## src/aps_pkg.sv

```systemverilog
// ==========================================================
// shared constants and types of the paced scan sequencer
// ==========================================================
package aps_pkg;

    // ======================================================
    // datapath sizes
    // ======================================================
    localparam int CH_W = 4; // channel number width
    localparam int NUM_CH = 16; // channels reachable by the pointer
    localparam int DATA_W = 16; // conversion result width
    localparam int ADDR_W = 8; // register bus address width
    localparam int REG_W = 32; // register bus data width
    localparam int ST_W = 2; // number of sticky status bits

    // ======================================================
    // register byte offsets
    // ======================================================
    localparam logic [ADDR_W-1:0] OFS_CTRL = 8'h00; // mode bits and run
    localparam logic [ADDR_W-1:0] OFS_RANGE = 8'h04; // low and high channel
    localparam logic [ADDR_W-1:0] OFS_STATUS = 8'h08; // sticky events, write one to clear
    localparam logic [ADDR_W-1:0] OFS_MASK = 8'h0c; // interrupt enables
    localparam logic [ADDR_W-1:0] OFS_STATE = 8'h10; // pointer, mode, busy
    localparam logic [ADDR_W-1:0] OFS_SWCONV = 8'h14; // a write while idle with no tick starts one conversion
    localparam logic [ADDR_W-1:0] OFS_RESULT = 8'h40; // result of channel n at 0x40 + 4n
    localparam logic [ADDR_W-1:0] OFS_RESULT_MASK = 8'hc3; // bits fixed for the result window
    localparam int RES_IDX_LSB = 2; // channel index inside the result address

    // ======================================================
    // field positions
    // ======================================================
    localparam int CTRL_FIFO = 0; // fifo enable, modes 4..7 not built
    localparam int CTRL_SCAN = 1; // scan enable
    localparam int CTRL_RECYC = 2; // recycle enable, host side only
    localparam int CTRL_RUN = 3; // paced acquisition running
    localparam int CTRL_FIRST = 4; // scan interrupt after first conversion
    localparam int RANGE_LOW_LSB = 0; // lowest channel of the range
    localparam int RANGE_HIGH_LSB = 8; // highest channel of the range
    localparam int STATE_PTR_LSB = 0; // channel pointer
    localparam int STATE_MODE_LSB = 8; // decoded mode 0..3
    localparam int STATE_BUSY = 12; // conversion in flight
    localparam int STATE_TIMER = 13; // pacing timer present
    localparam int ST_ADIRQ = 0; // conversion or scan event
    localparam int ST_OVR = 1; // tick lost while still converting

    // ======================================================
    // reset values
    // ======================================================
    localparam logic [CH_W-1:0] RST_LOW = 4'h0;
    localparam logic [CH_W-1:0] RST_HIGH = 4'h0;
    localparam logic [CH_W-1:0] CH_ONE = 4'h1;

    // ======================================================
    // types
    // ======================================================
    typedef struct packed {
        logic firstIrq;
        logic run;
        logic recycleEn;
        logic scanEn;
        logic fifoEn;
    } aps_ctrl_t;

    typedef struct packed {
        logic [CH_W-1:0] high;
        logic [CH_W-1:0] low;
    } aps_range_t;

    typedef struct packed {
        logic start;
        logic [CH_W-1:0] chan;
    } aps_conv_req_t;

    typedef enum logic {SEQ_IDLE, SEQ_CONV} aps_seq_t;

    typedef logic [ST_W-1:0] aps_status_t;

endpackage : aps_pkg

```

## src/aps_seq.sv

```systemverilog
`timescale 1ns/1ps
`default_nettype none
// ==========================================================
// paced single / scan conversion sequencer, no fifo
// ==========================================================
module aps_seq
    import aps_pkg::*;
(
    input wire logic core_clk,
    input wire logic rst,
    // register bus
    input wire logic [aps_pkg::ADDR_W-1:0] regAddr,
    input wire logic [aps_pkg::REG_W-1:0] regWrData,
    input wire logic regWr,
    input wire logic regRd,
    output logic [aps_pkg::REG_W-1:0] regRdData,
    // pacing timer
    input wire logic pacingTick,
    input wire logic timerPresent,
    // converter link
    input wire logic convDone,
    input wire logic [aps_pkg::DATA_W-1:0] convData,
    output logic convStart,
    output logic [aps_pkg::CH_W-1:0] convChan,
    // interrupt to host
    output logic adIrq
);
    import aps_pkg::*;

    // ======================================================
    // state of the sequencer
    // ======================================================
    typedef struct packed {
        aps_seq_t seq; // idle or waiting for a result
        logic paced; // conversion in flight came from a tick
        aps_conv_req_t req; // start pulse and its channel
        aps_ctrl_t ctrl; // mode bits and run
        aps_range_t range; // programmed channel range
        logic [NUM_CH-1:0][DATA_W-1:0] result; // last result per channel
        logic [REG_W-1:0] rdData; // read answer, one cycle late
    } aps_seq_state_t;

    aps_seq_state_t q_ff; // registered state
    aps_seq_state_t nxt_q; // next state

    logic ptrLoad; // pointer back to low
    logic ptrAdv; // pointer one step on
    logic [CH_W-1:0] chanPtr; // current pointer
    aps_status_t evtSet; // events into the status register
    aps_status_t status; // sticky status bits
    aps_status_t mask; // interrupt mask
    // decoded control
    logic runOk; // paced acquisition allowed
    logic [1:0] mode; // decoded mode 0..3
    logic softStart; // software conversion request
    logic wrCtrl; // write strobes per register
    logic wrRange;
    logic wrStatus;
    logic wrMask;
    logic [NUM_CH-1:0] resWe; // result write enable per channel
    logic [NUM_CH-1:0][DATA_W-1:0] nxt_result; // per-channel next result

    // ======================================================
    // decode and strobes
    // ======================================================
    // only modes 0..3 exist here; fifo enable halts pacing
    assign mode = {q_ff.ctrl.scanEn, q_ff.ctrl.recycleEn};
    // a missing timer blocks every paced start and so every event
    assign runOk = q_ff.ctrl.run & ~q_ff.ctrl.fifoEn & timerPresent;
    // write strobes
    assign wrCtrl = regWr && (regAddr == OFS_CTRL);
    assign wrRange = regWr && (regAddr == OFS_RANGE);
    assign wrStatus = regWr && (regAddr == OFS_STATUS);
    assign wrMask = regWr && (regAddr == OFS_MASK);
    assign softStart = regWr && (regAddr == OFS_SWCONV);

    // ======================================================
    // result store, one word per channel
    // trade-off: flops, no memory macro
    // ======================================================
    for (genvar c = 0; c < NUM_CH; c++)
    begin : g_res
        assign resWe[c] = (q_ff.seq == SEQ_CONV) && convDone
            && (q_ff.req.chan == CH_W'(c));
        assign nxt_result[c] = resWe[c] ? convData : q_ff.result[c];
    end

    // ======================================================
    // sequencer, register writes and read answer
    // ======================================================
    always_comb
    begin
        nxt_q = q_ff;
        // start is one cycle
        nxt_q.req.start = 1'b0;
        nxt_q.result = nxt_result;
        ptrLoad = 1'b0;
        ptrAdv = 1'b0;
        evtSet = '0;

        // register writes
        if (wrCtrl)
        begin
            nxt_q.ctrl = regWrData[$bits(aps_ctrl_t)-1:0];
        end
        if (wrRange)
        begin
            nxt_q.range.low = regWrData[RANGE_LOW_LSB +: CH_W];
            nxt_q.range.high = regWrData[RANGE_HIGH_LSB +: CH_W];
        end

        // sequencer proper
        case (q_ff.seq)
            SEQ_IDLE:
            begin
                if (runOk && pacingTick)
                begin
                    // paced singles and scans open only here, so spacing is the tick period
                    nxt_q.seq = SEQ_CONV;
                    nxt_q.paced = 1'b1;
                    nxt_q.req.start = 1'b1;
                    if (q_ff.ctrl.scanEn)
                    begin
                        // a scan always opens on the low channel
                        nxt_q.req.chan = q_ff.range.low;
                        ptrLoad = 1'b1;
                    end
                    else
                    begin
                        nxt_q.req.chan = chanPtr;
                    end
                end
                // tick wins over software
                else if (softStart)
                begin
                    // host completes a scan in the first-interrupt variant
                    nxt_q.seq = SEQ_CONV;
                    nxt_q.paced = 1'b0;
                    nxt_q.req.start = 1'b1;
                    nxt_q.req.chan = chanPtr;
                end
            end
            SEQ_CONV:
            begin
                if (runOk && pacingTick)
                begin
                    // tick lost: the previous work is not done yet
                    evtSet[ST_OVR] = 1'b1;
                end
                // overrun kept even on cancel
                if (q_ff.paced && !runOk)
                begin
                    // cancel: drop the conversion, its late result is ignored
                    nxt_q.seq = SEQ_IDLE;
                end
                // done taken only here
                else if (convDone)
                begin
                    if (!q_ff.paced)
                    begin
                        // software conversion raises nothing
                        ptrAdv = 1'b1;
                        nxt_q.seq = SEQ_IDLE;
                    end
                    else if (!q_ff.ctrl.scanEn)
                    begin
                        ptrAdv = 1'b1;
                        evtSet[ST_ADIRQ] = 1'b1;
                        nxt_q.seq = SEQ_IDLE;
                    end
                    else if (q_ff.ctrl.firstIrq)
                    begin
                        // interrupt after the first, host converts the rest
                        ptrAdv = 1'b1;
                        evtSet[ST_ADIRQ] = 1'b1;
                        nxt_q.seq = SEQ_IDLE;
                    end
                    else if (q_ff.req.chan >= q_ff.range.high)
                    begin
                        // last channel done: one event for the whole scan
                        ptrLoad = 1'b1;
                        evtSet[ST_ADIRQ] = 1'b1;
                        nxt_q.seq = SEQ_IDLE;
                    end
                    else
                    begin
                        // next channel of the scan, no event yet
                        ptrAdv = 1'b1;
                        nxt_q.req.start = 1'b1;
                        nxt_q.req.chan = q_ff.req.chan + CH_ONE;
                    end
                end
            end
            default:
            begin
                nxt_q.seq = SEQ_IDLE;
            end
        endcase

        // read answer stands only in the cycle after the strobe
        nxt_q.rdData = '0;
        if (regRd)
        begin
            // result window first
            if ((regAddr & OFS_RESULT_MASK) == OFS_RESULT)
            begin
                nxt_q.rdData = REG_W'(q_ff.result[regAddr[RES_IDX_LSB +: CH_W]]);
            end
            else
            begin
                // named registers
                case (regAddr)
                    OFS_CTRL: nxt_q.rdData = REG_W'(q_ff.ctrl);
                    OFS_RANGE:
                    begin
                        nxt_q.rdData[RANGE_LOW_LSB +: CH_W] = q_ff.range.low;
                        nxt_q.rdData[RANGE_HIGH_LSB +: CH_W] = q_ff.range.high;
                    end
                    OFS_STATUS: nxt_q.rdData = REG_W'(status);
                    OFS_MASK: nxt_q.rdData = REG_W'(mask);
                    OFS_STATE:
                    begin
                        nxt_q.rdData[STATE_PTR_LSB +: CH_W] = chanPtr;
                        nxt_q.rdData[STATE_MODE_LSB +: 2] = mode;
                        nxt_q.rdData[STATE_BUSY] = (q_ff.seq == SEQ_CONV);
                        nxt_q.rdData[STATE_TIMER] = timerPresent;
                    end
                    default: nxt_q.rdData = '0; // unmapped reads zero
                endcase
            end
        end
    end

    // ======================================================
    // state register
    // ======================================================
    always_ff @(posedge core_clk)
    begin
        if (rst)
        begin
            q_ff <= '0;
            // range resets to channel zero
            q_ff.range <= '{high: RST_HIGH, low: RST_LOW};
        end
        else
        begin
            q_ff <= nxt_q;
        end
    end

    // ======================================================
    // channel pointer and interrupt
    // ======================================================
    // wrap rule lives in one place
    aps_chan_ptr u_ptr (
        .core_clk(core_clk),
        .rst(rst),
        .range(q_ff.range),
        .load(ptrLoad),
        .adv(ptrAdv),
        .ptr(chanPtr)
    );

    // clear ones, replace mask
    aps_irq u_irq (
        .core_clk(core_clk),
        .rst(rst),
        .evtSet(evtSet),
        .clrWr(wrStatus),
        .maskWr(wrMask),
        .wrBits(regWrData[ST_W-1:0]),
        .status(status),
        .mask(mask),
        .irq(adIrq)
    );

    // outputs are state bits
    assign regRdData = q_ff.rdData;
    assign convStart = q_ff.req.start;
    assign convChan = q_ff.req.chan;

endmodule : aps_seq
`default_nettype wire

```

## src/aps_chan_ptr.sv

```systemverilog
`timescale 1ns/1ps
`default_nettype none
// ==========================================================
// channel pointer: load to low, step up, wrap at high
// ==========================================================
module aps_chan_ptr
    import aps_pkg::*;
(
    input wire logic core_clk,
    input wire logic rst,
    input wire aps_pkg::aps_range_t range,
    input wire logic load,
    input wire logic adv,
    output logic [aps_pkg::CH_W-1:0] ptr
);
    typedef struct packed {
        logic [CH_W-1:0] ptr;
    } aps_ptr_state_t;

    aps_ptr_state_t q_ff; // registered state
    aps_ptr_state_t nxt_q; // next state

    // ======================================================
    // next pointer
    // ======================================================
    always_comb
    begin
        nxt_q = q_ff;
        if (load)
        begin
            nxt_q.ptr = range.low;
        end
        else if (adv)
        begin
            // wrap also when above high, so a shrunk range recovers
            if (q_ff.ptr >= range.high)
            begin
                nxt_q.ptr = range.low;
            end
            else
            begin
                nxt_q.ptr = q_ff.ptr + CH_ONE;
            end
        end
    end

    // ======================================================
    // state register
    // ======================================================
    always_ff @(posedge core_clk)
    begin
        if (rst)
        begin
            q_ff <= '{ptr: RST_LOW};
        end
        else
        begin
            q_ff <= nxt_q;
        end
    end

    assign ptr = q_ff.ptr;

endmodule : aps_chan_ptr
`default_nettype wire

```

## src/aps_irq.sv

```systemverilog
`timescale 1ns/1ps
`default_nettype none
// ==========================================================
// sticky status, mask and one level interrupt
// ==========================================================
module aps_irq
    import aps_pkg::*;
(
    input wire logic core_clk,
    input wire logic rst,
    input wire aps_pkg::aps_status_t evtSet,
    input wire logic clrWr,
    input wire logic maskWr,
    input wire aps_pkg::aps_status_t wrBits,
    output aps_pkg::aps_status_t status,
    output aps_pkg::aps_status_t mask,
    output logic irq
);
    typedef struct packed {
        aps_status_t status;
        aps_status_t mask;
        logic irq;
    } aps_irq_state_t;

    aps_irq_state_t q_ff; // registered state
    aps_irq_state_t nxt_q; // next state
    aps_status_t nxt_status; // per-bit next status

    // ======================================================
    // per bit: set beats a clear in the same cycle
    // ======================================================
    for (genvar i = 0; i < ST_W; i++)
    begin : g_bit
        assign nxt_status[i] = evtSet[i] | (q_ff.status[i] & ~(clrWr & wrBits[i]));
    end

    // ======================================================
    // next state
    // ======================================================
    always_comb
    begin
        nxt_q = q_ff;
        nxt_q.status = nxt_status;
        if (maskWr)
        begin
            nxt_q.mask = wrBits;
        end
        // held until software clears the bit or its mask bit
        nxt_q.irq = |(nxt_q.status & nxt_q.mask);
    end

    always_ff @(posedge core_clk)
    begin
        if (rst)
        begin
            q_ff <= '0;
        end
        else
        begin
            q_ff <= nxt_q;
        end
    end

    assign status = q_ff.status;
    assign mask = q_ff.mask;
    assign irq = q_ff.irq;

endmodule : aps_irq
`default_nettype wire

```

## config.mk

```make
export PLATFORM = sky130hd
export DESIGN_NAME = aps_seq
export DESIGN_NICKNAME = d
export VERILOG_FILES = /design/src/aps_pkg.sv /design/src/aps_seq.sv /design/src/aps_chan_ptr.sv /design/src/aps_irq.sv
export SDC_FILE = /design/constraint.sdc
export NUM_CORES = 1
export LEC_CHECK = 0
export ABC_AREA = 1
export BUFFER_PORTS_ARGS = -buffer_cell sky130_fd_sc_hd__buf_2
export CORE_UTILIZATION = 55
export CTS_CLUSTER_DIAMETER = 60
export DETAILED_ROUTE_END_ITERATION = 10
export PLACE_DENSITY = 0.78
export SLEW_MARGIN = 20
export SYNTH_ARGS = -nofsm -noshare
export SYNTH_HDL_FRONTEND = slang
export SYNTH_SLANG_ARGS = --single-unit
export TNS_END_PERCENT = 20
```

## constraint.sdc

```tcl
create_clock -name core_clk -period 2.05 [get_ports core_clk]
set_clock_uncertainty 0.05 [all_clocks]
set_input_delay 0.1025 -clock core_clk [delete_from_list [all_inputs] [get_ports core_clk]]
set_output_delay 0.1025 -clock core_clk [all_outputs]
set_load 0.03 [all_outputs]
```

==> flow_metrics.py <==
metrics = {
    "run_status": {
        "status": "complete, no violations",
    },
    "critical_path": {
        "crit_required_ps": 2390,
        "slowest_stage": "nor2_2",
        "max_stage_delay_ps": 410,
        "regToRegStartpoint": "convChan[0]",
        "crit_path_end_kind": "flip-flop",
        "arrival_ps": 2280,
        "crit_path_start_kind": "flip-flop",
        "worst-setup-path-type": "flip-flop to flip-flop",
        "crit_chain": "inv_1 > ha_1 > nand2_4 > nor2_2 > inv_2 > o21ai_0 > a21oi_1",
        "worstPathMaxFanout": 17,
        "startpoint": "convChan[0]",
    },
    "pwr": {
        "power.total_mw": 12.6,
        "p_per_area_mw_per_mm2": 820,
        "cellLeakagePower_nw": 6.88,
        "ir_worst_vdd_uv": 570,
    },
    "global_route": {
        "grt-ovfl-total": 0,
        "first_global_vias": 12136,
        "grt_pass1_wl_mm": 65.5,
        "track_usage_pct": 32.3,
        "antenna_found_initial": 0,
        "grt_max_degree": 112,
    },
    "synthesis": {
        "synth_area_per_cell_um2": 7.13,
        "ys.flop_type": "dfxtp_1",
        "syn_inst": 1925,
        "synth_cell_type_count": 42,
        "yosysWarnings": 0,
        "async_reset_ff_share_pct": 0,
        "synth-edff-count": 0,
        "ys_ff_latch": 301,
        "synth-seq-area-share_pct": 43.9,
        "syn_area_mm2": 0.0137,
    },
    "layout": {
        "drive_above_1_share_pct": 11.7,
        "multi_input_area_mm2": 0.00652,
        "layout_commonest_cell": "nor2_1",
        "area_growth_pct": 12.2,
        "seq_area_mm2": 0.00603,
        "nNetsFinal": 2011,
        "fillCellCount": 2129,
        "n_antenna_cell": 0,
        "final_cell_mix": "nor2_1 (557), dfxtp_1 (297), o21ai_0 (266)",
        "design_area_mm2": 0.0154,
    },
    "timing": {
        "tightest_slew_ps": 690,
        "slew_headroom_pct": 53.9,
        "finalCritPeriodShare_pct": 94.5,
        "final.setup.tns_ps": 0,
        "rsz0062_at_grt": "no",
        "final_max_slew_viol_count": 0,
        "timing.fmax_mhz": 516,
        "post-route-min-period_ps": 1940,
        "finalHoldViolations": 0,
        "setup_viol": 0,
    },
    "clock_tree": {
        "cts_made_buffers": 34,
        "cts_tree": "done",
        "clk_latency_ps": 510,
        "post_cts_buffers": 0,
        "clockRootBuffer": "clkbuf_16",
        "cts_buffer_depth": 3,
        "path_clk_slew_ps": 60,
        "htree_levels": 2,
        "clock_sinks": 301,
    },
    "floorplan": {
        "die_height_um": 160,
        "rows": 57,
        "die-area_mm2": 0.0256,
        "ios": 101,
        "design.core.area_mm2": 0.0244,
        "start_util_pct": 56.2,
        "die_width_um": 160,
    },
    "routing": {
        "vias": 13205,
        "drt_pass1_iterations": 5,
        "vias_per_cell": 5.78,
        "post_drt_wl_per_cell_um": 18.2,
        "drtIter0Drc": 1957,
        "drtAntennaViolNets": 0,
        "drc_errors": 0,
        "wirelength_mm": 41.5,
    },
    "placement": {
        "port_buffers": 61,
        "dp_hpwl_mm": 25.3,
        "place_area_mm2": 0.0141,
        "gp_congestion": 0.945,
    },
    "hold_path": {
        "hp-class": "primary input to flip-flop",
        "hold_path_startpoint": "convData[0]",
    },
    "job": {
        "drv_cap": 0,
    },
}
## report_power, final
group          total, mW  leakage (nW)  internal, mW  switching (mW)
sequential          5.85          2.43          5.85         0.00159
combinational      0.614          3.89         0.147           0.468
clock               6.16         0.565          3.74            2.41
total               12.6          6.88          9.74            2.88
## stage by stage
stage	utilization (%)	worst slack (ps)	instances	hold slack (ps)
2_1_floorplan	-	414	1940	187
3_5_place_dp	57.7	62.3	2207	328
3_3_place_gp	57.7	120	2207	321
4_1_cts	63.0	43.0	2283	0.954
6_report	63.1	112	2283	17.8
5_1_grt	63.1	3.44	2283	25.6
## cell usage after synthesis (2+ instances only)
master | n | area, um2
nor2_1 | 558 | 2090
dfxtp_1 | 301 | 6030
o21ai_0 | 266 | 1330
nand2_1 | 263 | 987
a22oi_1 | 72 | 541
inv_1 | 69 | 259
clkbuf_1 | 68 | 255
nand3_1 | 51 | 255
buf_4 | 45 | 338
buf_2 | 40 | 200
o21ai_1 | 25 | 125
a21oi_1 | 24 | 120
nand4_1 | 24 | 150
nor2_4 | 19 | 214
ha_1 | 13 | 163
inv_2 | 12 | 45.0
buf_6 | 9 | 101
nor2_2 | 9 | 56.3
a211oi_1 | 7 | 52.6
nand2_2 | 7 | 43.8
a31oi_1 | 6 | 37.5
o211ai_1 | 4 | 30.0
nand3b_1 | 3 | 22.5
o22ai_1 | 3 | 18.8
xor2_1 | 3 | 26.3
a21oi_2 | 2 | 17.5
buf_1 | 2 | 7.51
clkinv_2 | 2 | 10.0
nand2_4 | 2 | 22.5
nand3_4 | 2 | 35.0
nor2_8 | 2 | 40.0
o221ai_1 | 2 | 17.5
## path summary, 6_finish.rpt
kind	endpoint	slack (ps)	cells past startpoint
max	q_ff[236]	110	7
min	q_ff[48]	20	3
max reg2reg	q_ff[236]	110	7
min reg2reg	q_ff[284]	410	2
## cell families (layout without fill, tap and decap cells)
group | count (synthesis) | count (layout) | synth area share (%)
fa+ha+maj | 13 | 13 | 1.19
simple gates | 944 | 944 | 28.8
compound gates | 412 | 412 | 16.8
buf+inv | 250 | 269 | 9.04
other cells | 1 | 16 | 0.0273
xor+xnor | 4 | 4 | 0.255
flops | 301 | 301 | 43.9
## state kept, by name (all words and copies together) (netlist names)
| signal | flops |
|---|---|
| u_irq.status | 2 |
| u_ptr.ptr | 4 |
| q_ff | 269 |
| mode | 2 |
| convStart | 1 |
| regRdData | 16 |
| convChan | 4 |
| u_irq.mask | 2 |
| u_irq.irq | 1 |
## critical path: cells and delay by family, from the launching register on
family / cells / cell delay [ps]
AND/OR/NAND/NOR: 2 / 490
adder cells (fa/ha/maj): 1 / 220
AO/OA/AOI/OAI: 2 / 270
flip-flops: 1 / 350
buffers and inverters: 2 / 430
## per-layer routing
layer  up-vias  track usage (%)  part of all wire, %
li1       6213                -                    -
met1      6115             43.8                   42
met2       745             49.5                   44
met3       132             5.64                  9.7
met4         0             15.8                  4.9
met5         -                0                    0
## area by class of cell
class                   instances  area share, %
multi-input cells            1389           42.4
well taps                     324           2.63
inverters                      84           2.12
flip-flops and latches        301           39.2
repair buffers                125           6.26
clock inverters                 6          0.407
clock buffers                  54           7.02
## repair_timing
item / 4_1_cts / 5_1_grt
endpoints found under the setup margin: 0 / 36
resized for setup: 0 / 7
hold buffers: 16 / 0
endpoints found under the hold margin: 44 / 0
Note: power is estimated with default switching activity, not from simulation.
